**src/bsc_pkg.sv**
```systemverilog
// Purpose: Shared constants and types for the boost set-point control
// Assumes: 20 MHz system clock
// Notes: Register offsets are byte pointers on the I2C register interface
`default_nettype none
package bsc_pkg;

  // Arbitrary 7-bit bus address, not tied to any part
  localparam logic [6:0] DEV_ADDR = 7'h2a;

  // ----------------------------------------------------------------
  // Register offsets
  // ----------------------------------------------------------------
  localparam logic [7:0] REG_VCODE = 8'h00;
  localparam logic [7:0] REG_ICODE = 8'h01;
  localparam logic [7:0] REG_CTRL = 8'h02;
  localparam logic [7:0] REG_FAULT = 8'h03;

  // Field positions
  localparam int CTRL_ON_BIT = 0;
  localparam int CTRL_UV_UNMASK_BIT = 1;
  localparam int CTRL_OV_UNMASK_BIT = 2;
  localparam int FLT_UV_BIT = 0;
  localparam int FLT_OV_BIT = 1;
  localparam int CFG_SEQ_DEP_BIT = 0;
  localparam int CFG_ILIM_HI_BIT = 1;

  // Reset values
  localparam logic [5:0] VCODE_RST = 6'h1c;
  localparam logic [5:0] ICODE_RST = 6'h00;
  localparam logic [2:0] CTRL_RST = 3'h0;

  // ----------------------------------------------------------------
  // Set-point arithmetic
  // ----------------------------------------------------------------
  localparam logic [14:0] VBASE_MV = 15'h1388;
  localparam logic [14:0] VSTEP_MV = 15'h00fa;
  localparam logic [14:0] VGROUP_MV = 15'h07d0;
  localparam logic [17:0] PG_NUM = 18'h00007;
  localparam logic [17:0] PG_DEN = 18'h0000a;
  localparam logic [15:0] ISTEP_UA = 16'h0271;
  localparam logic [15:0] ISINK_MAX_UA = 16'h99cf;

  // ----------------------------------------------------------------
  // Timing
  // ----------------------------------------------------------------
  localparam int unsigned SYS_CLK_HZ = 20000000;
  localparam int unsigned SS_TIME_MS = 80;
  localparam int unsigned SS_CYCLES = SS_TIME_MS * (SYS_CLK_HZ / 1000);

  // Bus engine states
  typedef enum logic [4:0] {
    ST_IDLE = 5'h01,
    ST_RX = 5'h02,
    ST_ACK = 5'h04,
    ST_TX = 5'h08,
    ST_MACK = 5'h10
  } bsc_bus_st_t;

endpackage
`default_nettype wire

```
**src/bsc_sp_if.sv**
```systemverilog
// Purpose: Carries settings and set-point results between control and set-point
// Assumes: Single clock domain
// Notes: Every signal is a flop output on its driving side
`timescale 1ns/100ps
`default_nettype none
interface bsc_sp_if;
  logic on;
  logic [5:0] vcode;
  logic [14:0] target_mv;
  logic [14:0] pg_mv;
  logic ss_active;
  modport ctl(output on, output vcode, input target_mv, input pg_mv, input ss_active);
  modport sp(input on, input vcode, output target_mv, output pg_mv, output ss_active);
endinterface
`default_nettype wire

```
**src/bsc_setpoint.sv**
```systemverilog
// Purpose: Voltage target, power-good threshold and soft-start timer
// Assumes: Code and on bit come from flops of the control block
// Notes: Target follows the code directly; only enable starts a ramp
`timescale 1ns/100ps
`default_nettype none
module bsc_setpoint #(
  parameter int unsigned SS_CYCLES = bsc_pkg::SS_CYCLES
) (
  // Clock and reset
  input wire logic i_clk,
  input wire logic i_rst_n,
  // Settings in, results out
  bsc_sp_if.sp sp
);

  typedef struct packed {
    logic [14:0] target_mv;
    logic [14:0] pg_mv;
    logic [20:0] ss_cnt;
    logic ss_active;
    logic on_d;
  } bsc_sp_st_t;

  bsc_sp_st_t q;
  bsc_sp_st_t n;

  // Millivolt target from code: base plus code times step
  function automatic logic [14:0] vtarget(input logic [5:0] code);
    vtarget = bsc_pkg::VBASE_MV + bsc_pkg::VSTEP_MV * {9'h000, code};
  endfunction

  // ----------------------------------------------------------------
  // Next state
  // ----------------------------------------------------------------
  always_comb begin
    logic [17:0] prod;
    prod = 18'h00000;
    n = q;
    n.on_d = sp.on;
    n.target_mv = vtarget(sp.vcode);
    prod = {3'h0, n.target_mv} * bsc_pkg::PG_NUM;
    n.pg_mv = 15'(prod / bsc_pkg::PG_DEN);
    // Ramp restarts on each enable edge and is cut short by disable
    if (sp.on && !q.on_d) begin
      n.ss_active = 1'b1;
      n.ss_cnt = 21'h000000;
    end else if (!sp.on) begin
      n.ss_active = 1'b0;
    end else if (q.ss_active) begin
      if (q.ss_cnt == 21'(SS_CYCLES - 1)) begin
        n.ss_active = 1'b0;
      end else begin
        n.ss_cnt = q.ss_cnt + 21'h000001;
      end
    end
  end

  always_ff @(posedge i_clk or negedge i_rst_n) begin
    if (!i_rst_n) begin
      q <= '0;
    end else begin
      q <= n;
    end
  end

  assign sp.target_mv = q.target_mv;
  assign sp.pg_mv = q.pg_mv;
  assign sp.ss_active = q.ss_active;
endmodule
`default_nettype wire

```
**src/bsc_top.sv**
```systemverilog
// Purpose: Boost set-point, current sink and fault interrupt control
// Assumes: I2C pins, comparators and straps are asynchronous to I_SYS_CLK
// Notes: SDA is open drain; O_SDA_OE high pulls the line low
`timescale 1ns/100ps
`default_nettype none

// Notes on behaviour
// - Output target is 5 V plus voltage code times 0.25 V.
// - Target spans 5 to 20.75 V; high bits 2 V groups, low bits 250 mV.
// - Sink current equals sink code times 0.625 mA.
// - Sink current never exceeds 39.375 mA.
// - Sink is off for code zero, on for any non-zero code.
// - Converter on bit and sink work independently.
// - Disable reaches downstream trigger only when factory config asks.
// - New voltage code becomes the target at once, no ramp.
// - Internal power good above 70 percent of target, not host readable.
// - Separate undervoltage and overvoltage status bits for the host.
// - Masked fault bits show the live condition.
// - Unmasked fault drives the active low interrupt.
// - Interrupt holds until fault read and converter off or regulating.
// - Reading clears a latched fault only if no longer present.
// - Large voltage steps while enabled may trip fault detection.
// - Peak switch limit is a factory choice the host cannot change.
// - Enabling starts a fixed 80 ms soft-start ramp.
module bsc_top #(
  parameter int unsigned SS_CYCLES = bsc_pkg::SS_CYCLES
) (
  // Clock and reset
  input wire logic I_SYS_CLK,
  input wire logic I_RST_N,
  // I2C register interface
  input wire logic I_SCL,
  input wire logic I_SDA,
  output logic O_SDA_O,
  output logic O_SDA_OE,
  // Analog comparators and factory straps
  input wire logic I_UV_DET,
  input wire logic I_OV_DET,
  input wire logic I_PG_CMP,
  input wire logic [1:0] I_FACTORY_CONFIG_IMAGE,
  // Converter controls
  output logic O_BOOST_EN,
  output logic O_SS_ACTIVE,
  output logic [14:0] O_VTARGET_MV,
  output logic [14:0] O_PG_THRESH_MV,
  output logic O_ILIM_HI,
  // Current sink
  output logic O_SINK_EN,
  output logic [15:0] O_SINK_UA,
  // Sequencing and host interrupt
  output logic O_POWER_GOOD_INTERNAL,
  output logic O_SEQ_TRIG,
  output logic O_INTERRUPT_REQUEST_N
);

  typedef struct packed {
    logic [2:0] scl, sda;
    logic [1:0] uv, ov, pg;
    logic [1:0] cfg_s1, cfg_s2, cfg_cap, cap_cnt;
    bsc_pkg::bsc_bus_st_t st;
    logic [3:0] bitcnt;
    logic [1:0] idx;
    logic rw, more;
    logic [7:0] shift, ptr;
    logic sda_oe;
    logic [5:0] vcode, icode;
    logic [2:0] ctrl;
    logic [1:0] lat, rd_seen, pend;
    logic irq_n, sink_en;
    logic [15:0] sink_ua;
    logic pg_int, seq_trig;
  } bsc_top_st_t;

  localparam bsc_top_st_t ST_RST = '{
    scl: 3'h7,
    sda: 3'h7,
    st: bsc_pkg::ST_IDLE,
    vcode: bsc_pkg::VCODE_RST,
    icode: bsc_pkg::ICODE_RST,
    ctrl: bsc_pkg::CTRL_RST,
    irq_n: 1'b1,
    default: '0
  };
  bsc_top_st_t q;
  bsc_top_st_t n;
  bsc_sp_if sp_if ();
  logic scl_rise, scl_fall, bus_start, bus_stop, conv_on;
  logic [1:0] unmask, live;

  // ----------------------------------------------------------------
  // Helpers
  // ----------------------------------------------------------------
  // Masked bits show the live level, unmasked ones the latch
  function automatic logic [1:0] flt_view(input logic [1:0] lat,
                                          input logic [1:0] lv,
                                          input logic [1:0] um);
    flt_view = (lat & um) | (lv & ~um);
  endfunction

  // Read data for a register pointer; unmapped pointers read zero
  function automatic logic [7:0] reg_read(input bsc_top_st_t s,
                                          input logic [1:0] lv);
    reg_read = 8'h00;
    if (s.ptr == bsc_pkg::REG_VCODE) begin
      reg_read = {2'h0, s.vcode};
    end else if (s.ptr == bsc_pkg::REG_ICODE) begin
      reg_read = {2'h0, s.icode};
    end else if (s.ptr == bsc_pkg::REG_CTRL) begin
      reg_read = {5'h00, s.ctrl};
    end else if (s.ptr == bsc_pkg::REG_FAULT) begin
      reg_read = {6'h00, flt_view(s.lat, lv, s.ctrl[2:1])};
    end
  endfunction

  // Sink current in microamps, held at the ceiling
  function automatic logic [15:0] sink_ua(input logic [5:0] code);
    logic [15:0] raw;
    raw = {10'h000, code} * bsc_pkg::ISTEP_UA;
    sink_ua = (raw > bsc_pkg::ISINK_MAX_UA) ? bsc_pkg::ISINK_MAX_UA : raw;
  endfunction

  // ----------------------------------------------------------------
  // Bus conditions and live faults
  // ----------------------------------------------------------------
  // Edges use the second and third sync stages only
  assign scl_rise = q.scl[1] & ~q.scl[2];
  assign scl_fall = ~q.scl[1] & q.scl[2];
  assign bus_start = q.scl[1] & q.scl[2] & ~q.sda[1] & q.sda[2];
  assign bus_stop = q.scl[1] & q.scl[2] & q.sda[1] & ~q.sda[2];
  assign conv_on = q.ctrl[bsc_pkg::CTRL_ON_BIT];
  assign unmask = {q.ctrl[bsc_pkg::CTRL_OV_UNMASK_BIT], q.ctrl[bsc_pkg::CTRL_UV_UNMASK_BIT]};

  // Faults count only while regulating; the soft-start ramp would
  // otherwise look like undervoltage. A large code step is not
  // blanked, so it can trip detection.
  assign live = {q.ov[1], q.uv[1]} & {2{conv_on & ~sp_if.ss_active}};

  // ----------------------------------------------------------------
  // Next state
  // ----------------------------------------------------------------
  always_comb begin
    logic wr, rd, rd_flt;
    logic [7:0] rdat;
    logic [1:0] clr;
    wr = 1'b0;
    rd = 1'b0;
    rdat = reg_read(q, live);
    rd_flt = 1'b0;
    clr = 2'h0;
    n = q;
    // Two-stage synchronisers; third scl/sda stage feeds edge logic
    n.scl = {q.scl[1:0], I_SCL};
    n.sda = {q.sda[1:0], I_SDA};
    n.uv = {q.uv[0], I_UV_DET};
    n.ov = {q.ov[0], I_OV_DET};
    n.pg = {q.pg[0], I_PG_CMP};
    n.cfg_s1 = I_FACTORY_CONFIG_IMAGE;
    n.cfg_s2 = q.cfg_s1;

    // Straps are caught once, after the synchroniser has filled
    if (q.cap_cnt != 2'h3) begin
      n.cap_cnt = q.cap_cnt + 2'h1;
    end
    if (q.cap_cnt == 2'h2) begin
      n.cfg_cap = q.cfg_s2;
    end

    // I2C byte engine
    if (bus_start) begin
      n.st = bsc_pkg::ST_RX;
      n.bitcnt = 4'h0;
      n.idx = 2'h0;
      n.sda_oe = 1'b0;
    end else if (bus_stop) begin
      n.st = bsc_pkg::ST_IDLE;
      n.sda_oe = 1'b0;
    end else begin
      unique case (q.st)
        bsc_pkg::ST_IDLE: begin
          n.sda_oe = 1'b0;
        end
        bsc_pkg::ST_RX: begin
          if (scl_rise) begin
            n.shift = {q.shift[6:0], q.sda[1]};
            n.bitcnt = q.bitcnt + 4'h1;
          end else if (scl_fall && q.bitcnt == 4'h8) begin
            n.bitcnt = 4'h0;
            n.st = bsc_pkg::ST_ACK;
            n.sda_oe = 1'b1;
            if (q.idx == 2'h0) begin
              n.rw = q.shift[0];
              if (q.shift[7:1] != bsc_pkg::DEV_ADDR) begin
                n.st = bsc_pkg::ST_IDLE;
                n.sda_oe = 1'b0;
              end
            end else if (q.idx == 2'h1) begin
              n.ptr = q.shift;
            end else begin
              wr = 1'b1;
              n.ptr = q.ptr + 8'h01;
            end
          end
        end
        bsc_pkg::ST_ACK: begin
          if (scl_fall) begin
            n.sda_oe = 1'b0;
            if (q.rw) begin
              rd = 1'b1;
              n.shift = rdat;
              n.ptr = q.ptr + 8'h01;
              n.st = bsc_pkg::ST_TX;
              n.sda_oe = ~rdat[7];
            end else begin
              n.st = bsc_pkg::ST_RX;
              if (q.idx != 2'h2) begin
                n.idx = q.idx + 2'h1;
              end
            end
          end
        end
        bsc_pkg::ST_TX: begin
          if (scl_fall) begin
            if (q.bitcnt == 4'h7) begin
              n.st = bsc_pkg::ST_MACK;
              n.sda_oe = 1'b0;
              n.bitcnt = 4'h0;
            end else begin
              n.shift = {q.shift[6:0], 1'b0};
              n.bitcnt = q.bitcnt + 4'h1;
              n.sda_oe = ~q.shift[6];
            end
          end
        end
        bsc_pkg::ST_MACK: begin
          if (scl_rise) begin
            n.more = ~q.sda[1];
          end else if (scl_fall) begin
            if (q.more) begin
              rd = 1'b1;
              n.shift = rdat;
              n.ptr = q.ptr + 8'h01;
              n.st = bsc_pkg::ST_TX;
              n.sda_oe = ~rdat[7];
            end else begin
              n.st = bsc_pkg::ST_IDLE;
            end
          end
        end
        default: begin
          n.st = bsc_pkg::ST_IDLE;
          n.sda_oe = 1'b0;
        end
      endcase
    end
    // Register writes; a new voltage code is the new target at once
    if (wr) begin
      if (q.ptr == bsc_pkg::REG_VCODE) begin
        n.vcode = q.shift[5:0];
      end else if (q.ptr == bsc_pkg::REG_ICODE) begin
        n.icode = q.shift[5:0];
      end else if (q.ptr == bsc_pkg::REG_CTRL) begin
        n.ctrl = q.shift[2:0];
      end
    end
    rd_flt = rd && (q.ptr == bsc_pkg::REG_FAULT);
    // Fault latch: a read clears only a gone fault; a new one wins
    for (int i = 0; i < 2; i++) begin
      n.lat[i] = (q.lat[i] & ~(rd_flt & ~live[i])) | (live[i] & unmask[i]);
      clr[i] = q.rd_seen[i] & (~conv_on | ~live[i]);
      n.pend[i] = (live[i] & unmask[i]) | (q.pend[i] & ~clr[i]);
      n.rd_seen[i] = n.pend[i] & (q.rd_seen[i] | (rd_flt & q.pend[i]));
    end
    n.irq_n = ~|n.pend;
    // Sink is gated by its code alone
    n.sink_en = |q.icode;
    n.sink_ua = sink_ua(q.icode);
    // Power good stays internal; it waits out the soft start
    n.pg_int = conv_on & ~sp_if.ss_active & q.pg[1];
    // Without the dependency, the trigger survives a later disable
    if (q.cfg_cap[bsc_pkg::CFG_SEQ_DEP_BIT]) begin
      n.seq_trig = q.pg_int;
    end else begin
      n.seq_trig = q.seq_trig | q.pg_int;
    end
  end

  // ----------------------------------------------------------------
  // State register
  // ----------------------------------------------------------------
  always_ff @(posedge I_SYS_CLK or negedge I_RST_N) begin
    if (!I_RST_N) begin
      q <= ST_RST;
    end else begin
      q <= n;
    end
  end

  // Set-point and soft-start timer
  bsc_setpoint #(
    .SS_CYCLES(SS_CYCLES)
  ) u_setpoint (
    .i_clk(I_SYS_CLK),
    .i_rst_n(I_RST_N),
    .sp(sp_if.sp)
  );
  assign sp_if.on = conv_on;
  assign sp_if.vcode = q.vcode;

  // ----------------------------------------------------------------
  // Outputs
  // ----------------------------------------------------------------
  // Open drain: only ever pulls low
  assign O_SDA_O = 1'b0;
  assign O_SDA_OE = q.sda_oe;
  assign O_BOOST_EN = conv_on;
  assign O_SS_ACTIVE = sp_if.ss_active;
  assign O_VTARGET_MV = sp_if.target_mv;
  assign O_PG_THRESH_MV = sp_if.pg_mv;
  assign O_ILIM_HI = q.cfg_cap[bsc_pkg::CFG_ILIM_HI_BIT];
  assign O_SINK_EN = q.sink_en;
  assign O_SINK_UA = q.sink_ua;
  assign O_POWER_GOOD_INTERNAL = q.pg_int;
  assign O_SEQ_TRIG = q.seq_trig;
  assign O_INTERRUPT_REQUEST_N = q.irq_n;
endmodule
`default_nettype wire

```
**config.mk**
```make
export PLATFORM = sky130hd
export DESIGN_NAME = bsc_top
export DESIGN_NICKNAME = d
export VERILOG_FILES = /design/src/bsc_pkg.sv /design/src/bsc_sp_if.sv /design/src/bsc_setpoint.sv /design/src/bsc_top.sv
export SDC_FILE = /design/constraint.sdc
export NUM_CORES = 1
export LEC_CHECK = 0
export BUFFER_PORTS_ARGS = -buffer_cell sky130_fd_sc_hd__clkbuf_2
export CORE_MARGIN = 1.5
export CORE_UTILIZATION = 56
export DETAILED_ROUTE_END_ITERATION = 7
export PLACE_DENSITY = 0.76
export SYNTH_ARGS = -nofsm -noshare
export SYNTH_HDL_FRONTEND = slang
export SYNTH_SLANG_ARGS = --single-unit
```
**constraint.sdc**
```tcl
create_clock -name I_SYS_CLK -period 21.7 [get_ports I_SYS_CLK]
set_clock_uncertainty 0.2 [all_clocks]
set_input_delay 3.255 -clock I_SYS_CLK [delete_from_list [all_inputs] [get_ports I_SYS_CLK]]
set_output_delay 3.255 -clock I_SYS_CLK [all_outputs]
set_load 0.05 [all_outputs]
```
==> reports/qor.yml <==
start_kind: "flop"
slowest_stage: "xnor2_1"
path_max_fanout: 17
grt_setup_unrepaired: "false"
gr-total-overflow: 0
cts_tree: "yes"
holdBufCountCts: 0
cts_made_buffers: 17
switchingPower_mw: 0.1831
grt_pass1_vias: 14140
num_rows: 60
crit_buf_inv: 4
seq_area_frac_synth: 0.2305
hold_violations: 0
fmax_mhz: 51.19
wirelength_um: 42620
power_mw: 0.6581
port_buffers: 61
grt_max_degree: 78
drive_above_1_share: 0.1244
syn_area_um2: 15580
ys_types: 127
drt.antenna.violating_nets: 0
drt_iter0_markers: 1488
fin_crit_ns: 19.53
synthArstFlopShare: 1.000
antennaDiodeCount: 0
grt_pass1_wl_um: 70350
via_count: 14690
die_y_um: 169.8
period_share: 0.9002
yosys_warnings: 0
critPathArrivalTime_ns: 19.71
crit_path_end_kind: "flop"
hold_class: "reg2reg"
tns_ns: 0
first_pass_iters: 6
multi_input_area_um2: 10870
cts_setup_buffers: 0
fp.dieW_um: 169.8
syn_inst: 1929
p_per_area_nw_per_um2: 40.18
drt-vias-per-instance: 6.428
antenna_found_initial: 0
rr_worst_depth: 57
nets: 2020
ios: 64
p_leak_nw: 7.127
maxSlewViolCount: 0
cts_resized: 0
intPower_mw: 0.4750
drv_cap: 0
crit_top_cell: "a21oi_1"
max-vdd-ir-drop_v: 0.00004763
place_hpwl_um: 31810
start_util: 0.5750
p_comb_frac: 0.068
cts_buffer_depth: 2
place_congestion: 0.9485
clock_sinks: 143
die-area_um2: 28840
p_sw_frac: 0.2782
ys.flop_type: "dfrtp_1"
maxSlewHeadroom: 0.2534
criticalPathCategory: "reg2reg"
worstMarginPinSlew_ns: 1.116
drc_errors: 0
mostFrequentLayoutCells: "171 x nand2_1, 169 x nor2_1, 132 x dfrtp_1"
synth-edff-count: 0
final_common_cell: "nand2_1"
syn_area_per_cell_um2: 8.078
critPathMaxStageDelay_ns: 0.88
track_usage: 0.2987
status: "completed"
path_clk_slew_ns: 0.08
htree_num_levels: 4
p_seq_frac: 0.446
min_path_cells: 0
path_depth: 57
worstPathRequired_ns: 21.88
seq_area_um2: 3592
path_delay_family: "compound AO/OA/AOI/OAI gates"
fill_cells: 2380
power.share.clock: 0.486
setup_violations: 0
areaGrowthSynthToFinish_pct: 5.115
core-area_um2: 27100
cts-root-buf: "clkbuf_16"
worstSkewPairLatency_ns: 0.43
ys_ff_latch: 143
wl_per_cell_um: 18.65
[per-stage QoR]
stage          std cells  hold slack [ns]  area, um2  utilization  setup slack [ns]
6_report            2285           0.1504      16380       0.6044             2.166
5_1_grt             2285           0.1536      16380       0.6044            0.7788
4_1_cts             2285           0.1503      16380       0.6044             2.494
3_5_place_dp        2253           0.1355      15760       0.5816             2.535
3_3_place_gp        2253           0.1355      15760       0.5816             3.340
2_1_floorplan       1930           0.1312      15590            -             6.008
[metal layers]
metal	GRT usage	share of wire	wire [um]	vias to the layer above
met5	0	0	0	-
met2	0.4918	0.46	19810	562
met3	0.04372	0.066	2806	109
met1	0.3982	0.44	18640	7019
met4	0.1108	0.032	1361	0
li1	-	-	-	6999
[sequential cells by signal (all words and copies together), names as in the netlist]
signal / cells
u_setpoint.sp.pg_mv: 15
u_setpoint.sp.ss_active: 1
O_SINK_UA: 16
u_setpoint.q: 22
O_INTERRUPT_REQUEST_N: 1
sp_if.vcode: 6
O_POWER_GOOD_INTERNAL: 1
q: 53
n: 9
O_SEQ_TRIG: 1
O_BOOST_EN: 1
O_ILIM_HI: 1
O_SDA_OE: 1
u_setpoint.sp.target_mv: 14
O_SINK_EN: 1
[path summary, 6_finish.rpt]
check / from / to / slack, ns
setup reg to reg: sp_if.vcode[0] / u_setpoint.sp.pg_mv[0] / 2.17
max in group asynchronous: I_RST_N / u_setpoint.sp.target_mv[11] / 17.21
hold / removal: n[84] / q[84] / 0.15
setup / recovery: sp_if.vcode[0] / u_setpoint.sp.pg_mv[0] / 2.17
hold reg to reg: n[84] / q[84] / 0.15
min in group asynchronous: I_RST_N / q[71] / 2.61
[power by group through the flow]
stage	Combinational [mW]	Sequential [mW]	Clock [mW]
2_1_floorplan	0.0286	0.295	0
3_3_place_gp	0.0432	0.297	0
3_5_place_dp	0.0446	0.298	0
4_1_cts	0.0447	0.293	0.323
5_1_grt	0.0510	0.295	0.335
6_report	0.0449	0.293	0.320
[cell usage after synthesis, drive strengths merged (21+ instances only)]
cell,instances,area (um2)
nor2b,23,146.4
or2,29,181.4
or3,25,166.4
nor3,66,346.6
buf,82,551.8
xor2,28,245.2
a21o,23,173.9
nor2,172,653.1
nand3,62,320.3
xnor2,78,754.5
nor4,26,190.2
and3,35,224.0
o21a,23,172.7
a211oi,31,262.8
dfrtp,132,3303
nand2,172,648.1
clkbuf,43,161.4
inv,110,415.4
ha,83,1039
a31oi,26,183.9
and2,21,133.9
nand4,25,162.6
o211ai,27,217.7
fa,28,560.5
a21oi,117,619.3
o21ai,128,663.2
[layout make-up]
type / instances / share of cell area
Timing Repair Buffer: 76 / 0.02590
Clock buffer: 19 / 0.02765
Clock inverter: 13 / 0.01001
Sequential cell: 143 / 0.2193
Multi-Input combinational cell: 1552 / 0.6634
Tap cell: 372 / 0.02842
Inverter: 110 / 0.02536
[logic make-up after synthesis]
family | after synthesis | synth area share
buf+inv | 235 | 0.07243
xor+xnor | 107 | 0.06560
fa+ha+maj | 112 | 0.1033
compound gates | 584 | 0.2716
flops | 143 | 0.2305
simple gates | 713 | 0.2328
mux | 34 | 0.02361
other cells | 1 | 0.0002407
(Power assumes the default switching activity.)
